===== src/hdl/uart_brk_pkg.sv =====
/*
 * Shared constants, register map and carrier types of the serial port with
 * break, wake-on-break and synchronous host transmit.
 * Assumes a 32-bit AHB-Lite register bus with one word per register.
 */
package uart_brk_pkg;

	////////////////////////////////////////////////////////////////////////
	// Register byte offsets.
	localparam logic [7:0] A_CTRL = 8'h00;
	localparam logic [7:0] A_STAT = 8'h04;
	localparam logic [7:0] A_TXD = 8'h08;
	localparam logic [7:0] A_RXD = 8'h0C;
	localparam logic [7:0] A_BAUD = 8'h10;

	// Status bit positions.
	localparam int ST_SHIFT_EMPTY = 0;
	localparam int ST_TX_EMPTY = 1;
	localparam int ST_RX_FLAG = 2;
	localparam int ST_FRAME_ERR = 3;
	localparam int ST_RX_IDLE = 4;

	// Values after reset and bit counts.
	localparam logic [15:0] BAUD_RST = 16'h0010;
	localparam logic [3:0] BRK_ZEROS = 4'hC;
	localparam logic [3:0] DATA_BITS = 4'h8;
	localparam logic [3:0] NINE_BITS = 4'h9;
	localparam logic [2:0] RX_LAST = 3'h7;

	////////////////////////////////////////////////////////////////////////
	// Control register, bit 0 first from the bottom.
	typedef struct packed {
		logic ninth_transmit_bit;
		logic ninth_bit_transmit_enable;
		logic wake_on_break_enable;
		logic clock_polarity_select;
		logic continuous_receive_enable;
		logic single_receive_enable;
		logic send_break;
		logic transmit_enable;
		logic clock_source_select;
		logic sync_select;
		logic port_enable;
	} ctrl_s;

	localparam ctrl_s CTRL_RST = 11'h0;

	typedef enum logic [1:0] {
		TX_IDLE = 2'h0,
		TX_START = 2'h1,
		TX_DATA = 2'h3,
		TX_STOP = 2'h2
	} tx_state_e;

	typedef enum logic [1:0] {
		RX_IDLE = 2'h0,
		RX_START = 2'h1,
		RX_DATA = 2'h3,
		RX_STOP = 2'h2
	} rx_state_e;

endpackage


===== src/hdl/uart_brk.sv =====
/*
 * Serial port: async transmit with break, async receive with wake-on-break,
 * synchronous host transmit on the data and clock lines, AHB-Lite registers.
 * Assumes the data line input comes from a pin and is synchronised here.
 */
// Behaviour
// - nonzero character: first low interval is wake
// - wake event sets the receive flag
// - line rising edge clears wake enable
// - receive data read clears the flag
// - receiver stays idle while wake enabled
// - break is start, twelve zeros, stop
// - write with break enabled sends zeros
// - send break clears after stop; buffer follows
// - shift empty status same as normal characters
// - header is break then sync byte
// - buffer empty flag means next write allowed
// - received break: flag, framing error, zero
// - wake watches two transitions, then next byte
// - sync mode: half duplex, no framing bits
// - host mode select; receive enables pick direction
// - host drives and enables clock pin
// - one clock per bit, change leading edge
// - polarity sets clock idle level and edge
// - write waits for shifter, else starts now
// - host transmit enables data and clock drivers
// - wake is falling edge, async mode only
`timescale 1ns/1ns
module uart_brk (
	// Clock and reset.
	input wire logic clk,
	input wire logic arst_n,
	// AHB-Lite slave.
	input wire logic hsel,
	input wire logic [31:0] haddr,
	input wire logic [1:0] htrans,
	input wire logic hwrite,
	input wire logic [2:0] hsize,
	input wire logic [31:0] hwdata,
	input wire logic hready,
	output logic hreadyout,
	output logic hresp,
	output logic [31:0] hrdata,
	// Data line: receive in, synchronous transmit out.
	input wire logic sync_data_line,
	output logic sync_data_drive,
	output logic sync_data_oe,
	// Clock line: async transmit or host bit clock.
	output logic sync_clock_drive,
	output logic sync_clock_oe
);
	import uart_brk_pkg::*;

	typedef struct packed {
		ctrl_s ctrl;
		logic [15:0] baud;
		logic [7:0] txbuf;
		logic txbuf_full;
		tx_state_e txs;
		logic [8:0] transmit_shifter;
		logic [3:0] tbits;
		logic half;
		logic brk;
		rx_state_e rxs;
		logic [7:0] rsr;
		logic [2:0] rbits;
		logic rhalf;
		logic rx_prev;
		logic [7:0] rxd;
		logic rflag;
		logic framing_error_flag;
		logic wake_low;
		logic wr_pend;
		logic [7:0] wr_addr;
		logic rdy;
		logic resp;
		logic [31:0] rdata;
		logic ck;
		logic ck_oe;
		logic dt;
		logic dt_oe;
	} st_s;

	st_s q;
	st_s d;
	logic rx;
	logic ttick;
	logic rtick;
	logic trestart;
	logic rrestart;
	logic sync_host;
	logic host_rx;
	logic tx_ok;
	logic load;
	logic rd_rx;
	logic set_flag;
	logic fall;
	logic rise;
	logic wake_armed;

	////////////////////////////////////////////////////////////////////////
	// Input synchroniser and the two baud generators.
	two_flop_sync #(.W(1)) u_rx_sync (
		.clk(clk),
		.arst_n(arst_n),
		.async_level(sync_data_line),
		.sync_level(rx)
	);

	baud_tick #(.W(16)) u_tx_baud (
		.clk(clk),
		.arst_n(arst_n),
		.restart(trestart),
		.div(q.baud),
		.tick(ttick)
	);

	baud_tick #(.W(16)) u_rx_baud (
		.clk(clk),
		.arst_n(arst_n),
		.restart(rrestart),
		.div(q.baud),
		.tick(rtick)
	);

	////////////////////////////////////////////////////////////////////////
	// Mode decode.
	always_comb begin
		sync_host = q.ctrl.port_enable & q.ctrl.sync_select & q.ctrl.clock_source_select;
		host_rx = sync_host & (q.ctrl.single_receive_enable | q.ctrl.continuous_receive_enable);
		tx_ok = q.ctrl.port_enable & q.ctrl.transmit_enable & ~host_rx;
		load = (q.txs == TX_IDLE) & q.txbuf_full & tx_ok;
		fall = q.rx_prev & ~rx;
		rise = ~q.rx_prev & rx;
		wake_armed = q.ctrl.wake_on_break_enable & q.ctrl.port_enable & ~q.ctrl.sync_select;
		rd_rx = hsel & htrans[1] & hready & ~hwrite & (haddr[7:0] == A_RXD);
	end

	////////////////////////////////////////////////////////////////////////
	// Next state.
	always_comb begin
		d = q;
		trestart = 1'b0;
		rrestart = 1'b0;
		set_flag = 1'b0;
		d.rdy = 1'b1;
		d.resp = 1'b0;
		d.rx_prev = rx;
		d.wr_pend = 1'b0;

		// Bus data phase of a write.
		if (q.wr_pend) begin
			case (q.wr_addr)
				A_CTRL: d.ctrl = hwdata[10:0];
				A_TXD: begin
					if (!q.txbuf_full) begin
						d.txbuf = hwdata[7:0];
						d.txbuf_full = 1'b1;
					end
				end
				A_BAUD: d.baud = hwdata[15:0];
				default: d.wr_pend = 1'b0;
			endcase
		end

		// Bus address phase.
		if (hsel && htrans[1] && hready) begin
			d.wr_pend = hwrite;
			d.wr_addr = haddr[7:0];
			d.rdata = 32'h0000_0000;
			if (!hwrite) begin
				case (haddr[7:0])
					A_CTRL: d.rdata = {21'h0, q.ctrl};
					A_STAT: begin
						d.rdata[ST_SHIFT_EMPTY] = (q.txs == TX_IDLE);
						d.rdata[ST_TX_EMPTY] = ~q.txbuf_full;
						d.rdata[ST_RX_FLAG] = q.rflag;
						d.rdata[ST_FRAME_ERR] = q.framing_error_flag;
						d.rdata[ST_RX_IDLE] = (q.rxs == RX_IDLE);
					end
					A_RXD: d.rdata = {24'h000000, q.rxd};
					A_BAUD: d.rdata = {16'h0000, q.baud};
					default: d.rdata = 32'h0000_0000;
				endcase
			end
		end

		// Transmitter.
		if (load) begin
			d.txbuf_full = 1'b0;
			d.brk = q.ctrl.send_break & ~q.ctrl.sync_select;
			d.half = 1'b0;
			trestart = 1'b1;
			if (q.ctrl.send_break && !q.ctrl.sync_select) begin
				d.transmit_shifter = 9'h000;
				d.tbits = BRK_ZEROS;
			end else begin
				d.transmit_shifter = {q.ctrl.ninth_transmit_bit, q.txbuf};
				d.tbits = q.ctrl.ninth_bit_transmit_enable ? NINE_BITS : DATA_BITS;
			end
			if (q.ctrl.sync_select) begin
				d.txs = TX_DATA;
				d.dt = q.txbuf[0];
				d.ck = ~q.ctrl.clock_polarity_select;
			end else begin
				d.txs = TX_START;
				d.ck = 1'b0;
			end
		end else if (q.txs == TX_IDLE) begin
			d.ck = sync_host ? q.ctrl.clock_polarity_select : 1'b1;
		end else if (ttick) begin
			d.half = ~q.half;
			if (q.ctrl.sync_select && !q.half) begin
				d.ck = q.ctrl.clock_polarity_select;
			end else if (q.half) begin
				case (q.txs)
					TX_START: begin
						d.txs = TX_DATA;
						d.ck = q.transmit_shifter[0];
					end
					TX_DATA: begin
						d.transmit_shifter = q.transmit_shifter >> 1;
						d.tbits = q.tbits - 1'b1;
						if (q.tbits == 4'h1) begin
							d.txs = q.ctrl.sync_select ? TX_IDLE : TX_STOP;
							d.ck = ~q.ctrl.sync_select | q.ctrl.clock_polarity_select;
						end else if (q.ctrl.sync_select) begin
							d.ck = ~q.ctrl.clock_polarity_select;
							d.dt = q.transmit_shifter[1];
						end else begin
							d.ck = q.transmit_shifter[1];
						end
					end
					TX_STOP: begin
						d.txs = TX_IDLE;
						if (q.brk) begin
							d.ctrl.send_break = 1'b0;
						end
					end
					default: d.txs = TX_IDLE;
				endcase
			end
		end

		// Receiver.
		if (wake_armed) begin
			d.rxs = RX_IDLE;
			if (fall) begin
				set_flag = 1'b1;
				d.wake_low = 1'b1;
			end else if (rise && q.wake_low) begin
				d.ctrl.wake_on_break_enable = 1'b0;
				d.wake_low = 1'b0;
			end
		end else begin
			d.wake_low = 1'b0;
			case (q.rxs)
				RX_IDLE: begin
					if (fall && q.ctrl.continuous_receive_enable && !q.ctrl.sync_select) begin
						d.rxs = RX_START;
						rrestart = 1'b1;
					end
				end
				RX_START: begin
					if (rtick) begin
						d.rxs = rx ? RX_IDLE : RX_DATA;
						d.rhalf = 1'b0;
						d.rbits = 3'h0;
					end
				end
				RX_DATA: begin
					if (rtick) begin
						d.rhalf = ~q.rhalf;
						if (q.rhalf) begin
							d.rsr = {rx, q.rsr[7:1]};
							d.rbits = q.rbits + 1'b1;
							if (q.rbits == RX_LAST) begin
								d.rxs = RX_STOP;
							end
						end
					end
				end
				RX_STOP: begin
					if (rtick) begin
						d.rhalf = ~q.rhalf;
						if (q.rhalf) begin
							d.rxs = RX_IDLE;
							d.rxd = q.rsr;
							d.framing_error_flag = ~rx;
							set_flag = 1'b1;
						end
					end
				end
				default: d.rxs = RX_IDLE;
			endcase
		end
		d.rflag = (q.rflag & ~rd_rx) | set_flag;

		// Pin drivers.
		d.ck_oe = q.ctrl.port_enable & (sync_host | ~q.ctrl.sync_select);
		d.dt_oe = sync_host & ~host_rx;

		if (!q.ctrl.port_enable) begin
			d.txs = TX_IDLE;
			d.rxs = RX_IDLE;
		end
	end

	always_ff @(posedge clk or negedge arst_n) begin
		if (!arst_n) begin
			q <= '0;
			q.ctrl <= CTRL_RST;
			q.baud <= BAUD_RST;
			q.rx_prev <= 1'b1;
			q.ck <= 1'b1;
		end else begin
			q <= d;
		end
	end

	assign hreadyout = q.rdy;
	assign hresp = q.resp;
	assign hrdata = q.rdata;
	assign sync_data_drive = q.dt;
	assign sync_data_oe = q.dt_oe;
	assign sync_clock_drive = q.ck;
	assign sync_clock_oe = q.ck_oe;
endmodule


===== src/hdl/two_flop_sync.sv =====
/*
 * Two-flop synchroniser for levels entering the clk domain.
 * Assumes the input is a level that stays for at least two clk periods.
 * Resets to all ones, the idle level of a serial line, so no false edge follows reset.
 */
`timescale 1ns/1ns
module two_flop_sync #(
	parameter int W = 1
) (
	// Clock and reset.
	input wire logic clk,
	input wire logic arst_n,
	// Level in and out.
	input wire logic [W-1:0] async_level,
	output logic [W-1:0] sync_level
);
	typedef struct packed {
		logic [W-1:0] meta;
		logic [W-1:0] stable;
	} st_s;

	st_s q;
	st_s d;

	always_comb begin
		d.meta = async_level;
		d.stable = q.meta;
	end

	always_ff @(posedge clk or negedge arst_n) begin
		if (!arst_n) begin
			q <= '1;
		end else begin
			q <= d;
		end
	end

	assign sync_level = q.stable;
endmodule


===== src/hdl/baud_tick.sv =====
/*
 * Baud-rate generator: one-cycle tick every div+1 clocks, restartable.
 * Assumes div is held stable by software while a character is in flight.
 */
`timescale 1ns/1ns
module baud_tick #(
	parameter int W = 16
) (
	// Clock and reset.
	input wire logic clk,
	input wire logic arst_n,
	// Control.
	input wire logic restart,
	input wire logic [W-1:0] div,
	// Enable pulse.
	output logic tick
);
	typedef struct packed {
		logic [W-1:0] cnt;
		logic tick;
	} st_s;

	st_s q;
	st_s d;

	always_comb begin
		d = q;
		d.tick = 1'b0;
		if (restart) begin
			d.cnt = div;
		end else if (q.cnt == '0) begin
			d.cnt = div;
			d.tick = 1'b1;
		end else begin
			d.cnt = q.cnt - 1'b1;
		end
	end

	always_ff @(posedge clk or negedge arst_n) begin
		if (!arst_n) begin
			q <= '0;
		end else begin
			q <= d;
		end
	end

	assign tick = q.tick;
endmodule


===== config.mk =====
export PLATFORM = sky130hd
export DESIGN_NAME = uart_brk
export DESIGN_NICKNAME = d
export VERILOG_FILES = /design/src/hdl/uart_brk_pkg.sv /design/src/hdl/uart_brk.sv /design/src/hdl/two_flop_sync.sv /design/src/hdl/baud_tick.sv
export SDC_FILE = /design/constraint.sdc
export NUM_CORES = 1
export LEC_CHECK = 0
export ABC_CLOCK_PERIOD_IN_PS = 3300
export BUFFER_PORTS_ARGS = -buffer_cell sky130_fd_sc_hd__buf_2
export CAP_MARGIN = 20
export CORE_MARGIN = 2
export CORE_UTILIZATION = 25
export DETAILED_ROUTE_END_ITERATION = 8
export SYNTH_ARGS = -nofsm -noshare
export SYNTH_HDL_FRONTEND = slang
export SYNTH_SLANG_ARGS = --single-unit
export TNS_END_PERCENT = 1

===== constraint.sdc =====
create_clock -name clk -period 3.3 [get_ports clk]
set_clock_uncertainty 0.1 [all_clocks]
set_input_delay 0.66 -clock clk [delete_from_list [all_inputs] [get_ports clk]]
set_output_delay 0.66 -clock clk [all_outputs]
set_load 0.05 [all_outputs]

==> metrics.md, run 1 <==
| Metric | Value |
|---|---|
| Gate Count Post-Synth | `650` |
| Critical Path Max Stage Delay | `between 800 and 900 ps` |
| Initial antenna violation count | `0` |
| Max-slew headroom | `about a third` |
| Multi-input logic area | `approximately 0.0030 mm2` |
| Vias in the first global route | `4,720` |
| CP cell instances | `nor4_1 -> nand3_1 -> or3b_1 -> mux2_4` |
| Tcrit/Tclk final | `between 70% and 80%` |
| Pre-antenna DRT Iters | `5` |
| RSZ-0062 raised after global routing | `no` |
| Setup TNS | `0 ps` |
| Largest net degree at the start of global routing | `56` |
| Critical path's slowest cell | `or3b_1` |
| Crit path kind | `reg -> reg` |
| WP data required | `3500 ps` |
| ANT nets after route | `0` |
| Synth top area share | `between 50% and 60%` |
| Initial Util | `~25%` |
| EDFF count, synth | `0` |
| Metal2 WL | `approximately 7.5 mm` |
| Clock slew at reported path FFs | `approximately 60 ps` |
| Worst vdd ir | `between 0.3 and 0.4 mV` |
| Final hold violations | `0` |
| Clk_lat worst skew | `420 ps` |
| # setup viols final | `0` |
| WL per Instance | `approximately 15 um` |
| CTS tree | `built` |
| Area leader, netlist | `dfrtp_1` |
| Status | `completed` |
| Synth warnings | `0` |
| Length of routed met3 wiring | `between 500 and 600 um` |
| Worst-Margin Slew | `between 900 and 1000 ps` |
| Final nets | `769` |
| Async set-reset flop share out of synthesis | `100.0%` |
| Gpl congestion | `0.7624` |
| FMAX | `roughly 420 MHz` |
| DR top layer | `met4` |
| Slack of the critical path | `896.5 ps` |
| Hpwl dp | `11.51 mm` |
| Share of layout cells above drive strength 1 | `roughly a quarter` |
| Lkg Pwr | `between 3 and 4 nW` |
| Grt ovf | `0` |
| Clk sinks | `145` |
| Ant diodes | `0` |
| Post-cts sizing count | `0` |
| Register area | `between 0.003 and 0.004 mm2` |
| Worst Path Max Fanout | `16` |
| Min-Delay Path Class | `in -> async` |
| Top post-synthesis cells by area | `dfrtp_1 50%, mux2_2 7.3%, nand2_1 3.8%` |
| Tot GR Track Use | `between 10% and 20%` |
| Pwr dens | `around 610 mW/mm2` |
| Detailed-route DRC error count | `0` |
| First-pass GRT wire length | `around 26 mm` |
| Hold buffers post-CTS | `0` |
| Via/cell ratio | `approximately 4.4` |
| # IOs | `~110` |
| Main synth FF type | `dfrtp_1` |
| DR iter-0 viols | `318` |
| H-Tree Depth | `4` |
| Commonest non-fill, non-tap cell in the layout | `dfrtp_1` |
| Area Overhead vs Synth | `15.72%` |
| Final Critical Period | `2403 ps` |
| Mapped Avg Cell Area | `between 10 and 15 um2` |
| CP startpoint kind | `flop` |
| Max clock buf depth | `2` |
| Die ar. | `roughly 0.029 mm2` |
| Fill cells | `between 2,000 and 3,000` |
| Synth unique cells | `60` |
| Die Width | `171.2 um` |
| Seq cells post-synth | `roughly 150` |
| IO buf count | `51` |
| Commonest non-fill, non-tap cells in the layout | `140 x dfrtp_1, 71 x nand2_1, 50 x o21ai_0, 50 x buf_2, 45 x mux2_2` |
| Rows | `just over 60` |
| Synthesized area | `~0.007 mm2` |
| Post-Route WL | `roughly 16 mm` |
| Max Cap Viol | `0` |
| Dpl ws | `905.7 ps` |
| Cts bufs inserted | `17` |
| Worst setup EP type | `flop` |
| Root Buffer | `clkbuf_16` |
| Max Slew Vio Count | `0` |
| Core Region | `around 0.028 mm2` |
| Crit path DAT | `roughly 2600 ps` |
| Die Ht | `171.2 um` |
| M1 wire length | `7.734 mm` |
| Sequential share of the synthesized area | `52.01%` |
| Routed via count | `roughly 4,800` |
| Setup repair bufs after CTS | `0` |
| Tot Pwr | `4.924 mW` |
-- cells in the mapped netlist (all sizes together), types with 13 or more instances --
cell	count
nor3	15
xnor2	21
clkbuf	19
dfrtp	140
inv	17
nand3	13
mux2i	22
nor2	34
o21ai	51
buf	43
a21oi	37
nand2	71
mux2	55
-- state kept, by name, summed over array words and instances (netlist names) --
register and flops:
u_rx_baud.tick 1, sync_clock_drive 1, hrdata 16, u_rx_sync.d 1, u_rx_baud.q 16, u_tx_baud.tick 1
sync_data_oe 1, u_rx_sync.sync_level 1, sync_data_drive 1, q 88, sync_clock_oe 1, u_tx_baud.q 16
hreadyout 1
-- where the power goes --
part           total, mW  switching (mW)  leakage (nW)  internal (mW)
clock               1.91           0.809         0.274           1.10
combinational      0.709           0.388          1.50          0.321
sequential          2.31           0.267          1.86           2.04
-- metal layers --
layer / GRT usage [%] / vias to the layer above
li1: - / 2305
met3: 2.692 / 10
met5: 0 / -
met1: 16.12 / 2373
met4: 4.200 / 0
met2: 17.76 / 94
-- path summary, 6_finish.rpt --
check                                                  to  depth (start not counted)                startpoint  slack [ps]
max                                    q[113]$_DFFE_PN0P_                          4         q[40]$_DFFE_PN0P_         900
min                                hrdata[14]$_DFFE_PN0P_                          1                    arst_n          60
min reg2reg                u_rx_sync.sync_level$_DFF_PN1_                          0  u_rx_sync.d[0]$_DFF_PN1_         270
max in group asynchronous                 q[58]$_DFF_PN1_                          2                    arst_n        2290
min in group clk                 u_rx_sync.d[0]$_DFF_PN1_                          1            sync_data_line         230
max reg2reg                            q[113]$_DFFE_PN0P_                          4         q[40]$_DFFE_PN0P_         900
-- area by class of cell --
class / count / share of cell area [%]
flip-flops and latches: 145 / 44.95
multi-input cells: 442 / 36.61
well taps: 378 / 5.849
clock buffers: 20 / 5.648
repair buffers: 63 / 4.595
clock inverters: 12 / 1.563
inverters: 17 / 0.7891
-- logic make-up after synthesis --
| group | count (synthesis) | share of synthesized area (%) |
|---|---|---|
| compound gates | 131 | 11.21 |
| xor+xnor | 30 | 3.760 |
| fa+ha+maj | 8 | 1.432 |
| buf+inv | 79 | 6.607 |
| flops | 145 | 52.01 |
| mux | 77 | 12.55 |
| other cells | 2 | 0.1075 |
| simple gates | 178 | 12.32 |
-- critical path: cells and delay by family (launching register included) --
family	cells	cell delay, ps
AND/OR/NAND/NOR	3	1350
multiplexers	1	450
flip-flops	1	380
-- stage by stage --
step           cells  area (um2)  utilization (%)  hold WS, ps
5_1_grt         1077        8087            29.27        78.90
4_1_cts         1076        8071            29.21        62.84
3_3_place_gp    1044        7488            27.10        247.0
3_5_place_dp    1044        7488            27.10        252.3
2_1_floorplan    666        7048                -        245.2
6_report        1077        8087            29.27        61.66
(Power assumes the default switching activity.)
==> run 2, diff against run 1 <==
- ABC_CLOCK_PERIOD_IN_PS: 3300 -> 2000
- clock period: 3.3 -> 2 ns (I/O delays scaled with it)
==> run 2 against run 1 <==
Net effect: clock power is 51% higher; critical path type unchanged; maximum frequency is 25% higher; global-route usage hardly changed; sequential share of layout area shrank 1.5 points; largest cell class unchanged; setup slack got worse by 820 ps; count of clock-buffer cells in the layout is 2 lower; highest routed layer unchanged.
==> metrics.md, run 2 (synthesized netlist as in run 1, its figures left out) <==
| Metric | Value |
|---|---|
| Status | `completed` |
| Initial antenna violation count | `0 (unchanged)` |
| Worst Path Max Fanout | `16 (unchanged)` |
| Critical path's slowest cell | `or3b_4` |
| Hpwl dp | `11.84 mm (+2.9%)` |
| Clock slew at reported path FFs | `60 ps (about the same)` |
| # setup viols final | `0 (unchanged)` |
| WL per Instance | `14.66 um (-1.4%)` |
| Crit path kind | `reg -> reg` |
| Min-Delay Path Class | `in -> reg` |
| Core Region | `0.02763 mm2 (unchanged)` |
| Initial Util | `25.29% (unchanged)` |
| Cell Area, Placed | `0.007759 mm2 (+3.6%)` |
| DR iter-0 viols | `273 (-14%)` |
| Clk sinks | `145 (unchanged)` |
| Lkg Pwr | `3.772 nW (+4.0%)` |
| Max clock buf depth | `2 (unchanged)` |
| Fill cells | `2,855 (-1.4%)` |
| Slack of the critical path | `78.88 ps (-817.6 ps)` |
| Critical Path Max Stage Delay | `410 ps (-400 ps)` |
| Final nets | `796 (+3.5%)` |
| RSZ-0062 raised after global routing | `yes` |
| Die Width | `171.2 um (unchanged)` |
| Detailed-route DRC error count | `0 (unchanged)` |
| Post-Route WL | `16.19 mm (+1.0%)` |
| Commonest non-fill, non-tap cells in the layout | `140 x dfrtp_1, 71 x nand2_1, 50 x o21ai_0, 50 x buf_2, 44 x mux2_2` |
| Worst vdd ir | `0.5393 mV (+58%)` |
| CTS tree | `built` |
| Ant diodes | `0 (unchanged)` |
| Grt ovf | `0 (unchanged)` |
| Commonest non-fill, non-tap cell in the layout | `dfrtp_1` |
| Die ar. | `0.02930 mm2 (unchanged)` |
| Cts bufs inserted | `17 (unchanged)` |
| DP Cell Count | `1,070 (+2.5%)` |
| CP cell instances | `nor4_2 -> nand3_1 -> or3b_4 -> buf_12 -> mux2_4` |
| Tot Pwr | `8.008 mW (+63%)` |
| Routed via count | `4,864 (+1.7%)` |
| Die Ht | `171.2 um (unchanged)` |
| Tcrit/Tclk final | `96.06% (+23 points)` |
| Setup repair bufs after CTS | `0 (unchanged)` |
| Largest reg by FF count | `q` |
| Gpl congestion | `0.8127 (+6.6%)` |
| First-pass GRT wire length | `26.19 mm (-0.32%)` |
| Worst setup EP type | `flop` |
| Area Overhead vs Synth | `19.61%` |
| CP startpoint kind | `flop` |
| Via/cell ratio | `4.406 (-0.77%)` |
| IO buf count | `51 (unchanged)` |
| Final Util | `30.25% (+0.98 points)` |
| Max Slew Vio Count | `0 (unchanged)` |
| Pre-antenna DRT Iters | `4 (-1)` |
| Largest net degree at the start of global routing | `63 (+13%)` |
| Final Critical Period | `1921 ps (-482.4 ps)` |
| Layout Cells excl Fill | `1,104 (+2.5%)` |
| Dpl ws | `22.26 ps (-883.4 ps)` |
| Final hold violations | `0 (unchanged)` |
| Crit path DAT | `2120 ps (-480 ps)` |
| Share of layout cells above drive strength 1 | `26.72% (+3.3 points)` |
| Max reg flops | `88 (unchanged)` |
| FMAX | `520.5 MHz (+25%)` |
| Tot GR Track Use | `11.67% (+0.029 points)` |
| H-Tree Depth | `4 (unchanged)` |
| Max Cap Viol | `0 (unchanged)` |
| Vias in the first global route | `4,785 (+1.4%)` |
| # IOs | `113 (unchanged)` |
| Final Cell Area | `0.008358 mm2 (+3.4%)` |
| Rows | `61 (unchanged)` |
| ANT nets after route | `0 (unchanged)` |
| WP data required | `2200 ps (-1300 ps)` |
| Clk_lat worst skew | `420 ps (about the same)` |
| Pwr dens | `958.1 mW/mm2 (+57%)` |
| Root Buffer | `clkbuf_16` |
run 2: cell count changes in the layout (fill, tap and decap cells not counted), sizes merged:
| cell | delta |
|---|---|
| clkbuf | -2 |
| clkinv | +2 |
| inv | +1 |
| buf | +25 |
| bufinv | -1 |
| dlygate4sd3 | +2 |
run 2: path summary, 6_finish.rpt:
| kind | start | endpoint | slack [ps] | cells after the start |
|---|---|---|---|---|
| max in group asynchronous | arst_n | sync_clock_drive$_DFFE_PN1P_ | 870 | 3 |
| worst min-delay path | hwrite | q[46]$_DFF_PN0_ | 100 | 3 |
| min in group asynchronous | arst_n | hrdata[15]$_DFFE_PN0P_ | 260 | 2 |
| worst min register to register | u_rx_sync.d[0]$_DFF_PN1_ | u_rx_sync.sync_level$_DFF_PN1_ | 260 | 0 |
| worst max register to register | q[44]$_DFFE_PN0P_ | q[101]$_DFFE_PN0P_ | 80 | 5 |
| worst max-delay path | q[44]$_DFFE_PN0P_ | q[101]$_DFFE_PN0P_ | 80 | 5 |
run 2: layout make-up:
type	instances	area, um2	share of cell area [%]
clock buffers	18	429.2	5.135
clock inverters	14	106.4	1.272
inverters	17	63.81	0.7635
multi-input cells	442	3004	35.94
flip-flops and latches	145	3635	43.49
well taps	378	473.0	5.659
repair buffers	90	646.9	7.740
run 2: layer usage:
metal | vias to the layer above | track usage (%) | wire length, um | share of wire [%]
met3 | 8 | 2.830 | 522 | 3.2
li1 | 2363 | - | - | -
met4 | 0 | 3.206 | 151 | 0.93
met2 | 81 | 18.55 | 7598 | 47
met5 | - | 0 | 0 | 0
met1 | 2412 | 15.86 | 7918 | 49
run 2: what timing repair did:
item | 4_1_cts | 5_1_grt
endpoints found under the hold margin | 141 | 0
setup endpoints to repair | 0 | 38
gates resized for setup | 0 | 8
hold buffers | 2 | 0
run 2: worst max-delay path: cells and delay by family, from the launching register on:
kind | cells | cell delay [ps]
buffers and inverters | 1 | 170
DFF | 1 | 380
muxes | 1 | 300
and+or+nand+nor | 3 | 830
run 2: power breakdown:
group          internal [mW]  switching (mW)  total, mW  leakage, nW
clock network           1.60            1.28       2.88        0.254
registers               3.37           0.417       3.79         1.86
logic                  0.631           0.705       1.34         1.66
total                   5.60            2.41       8.01         3.77
run 2: metrics by stage:
| stage | hold slack [ps] | TNS (ps) |
|---|---|---|
| 5_1_grt | 99.06 | -506.6 |
| 3_5_place_dp | 96.70 | 0 |
| 4_1_cts | 77.62 | 0 |
| 6_report | 100.4 | 0 |
| 2_1_floorplan | 4.409 | 0 |
| 3_3_place_gp | 99.62 | 0 |
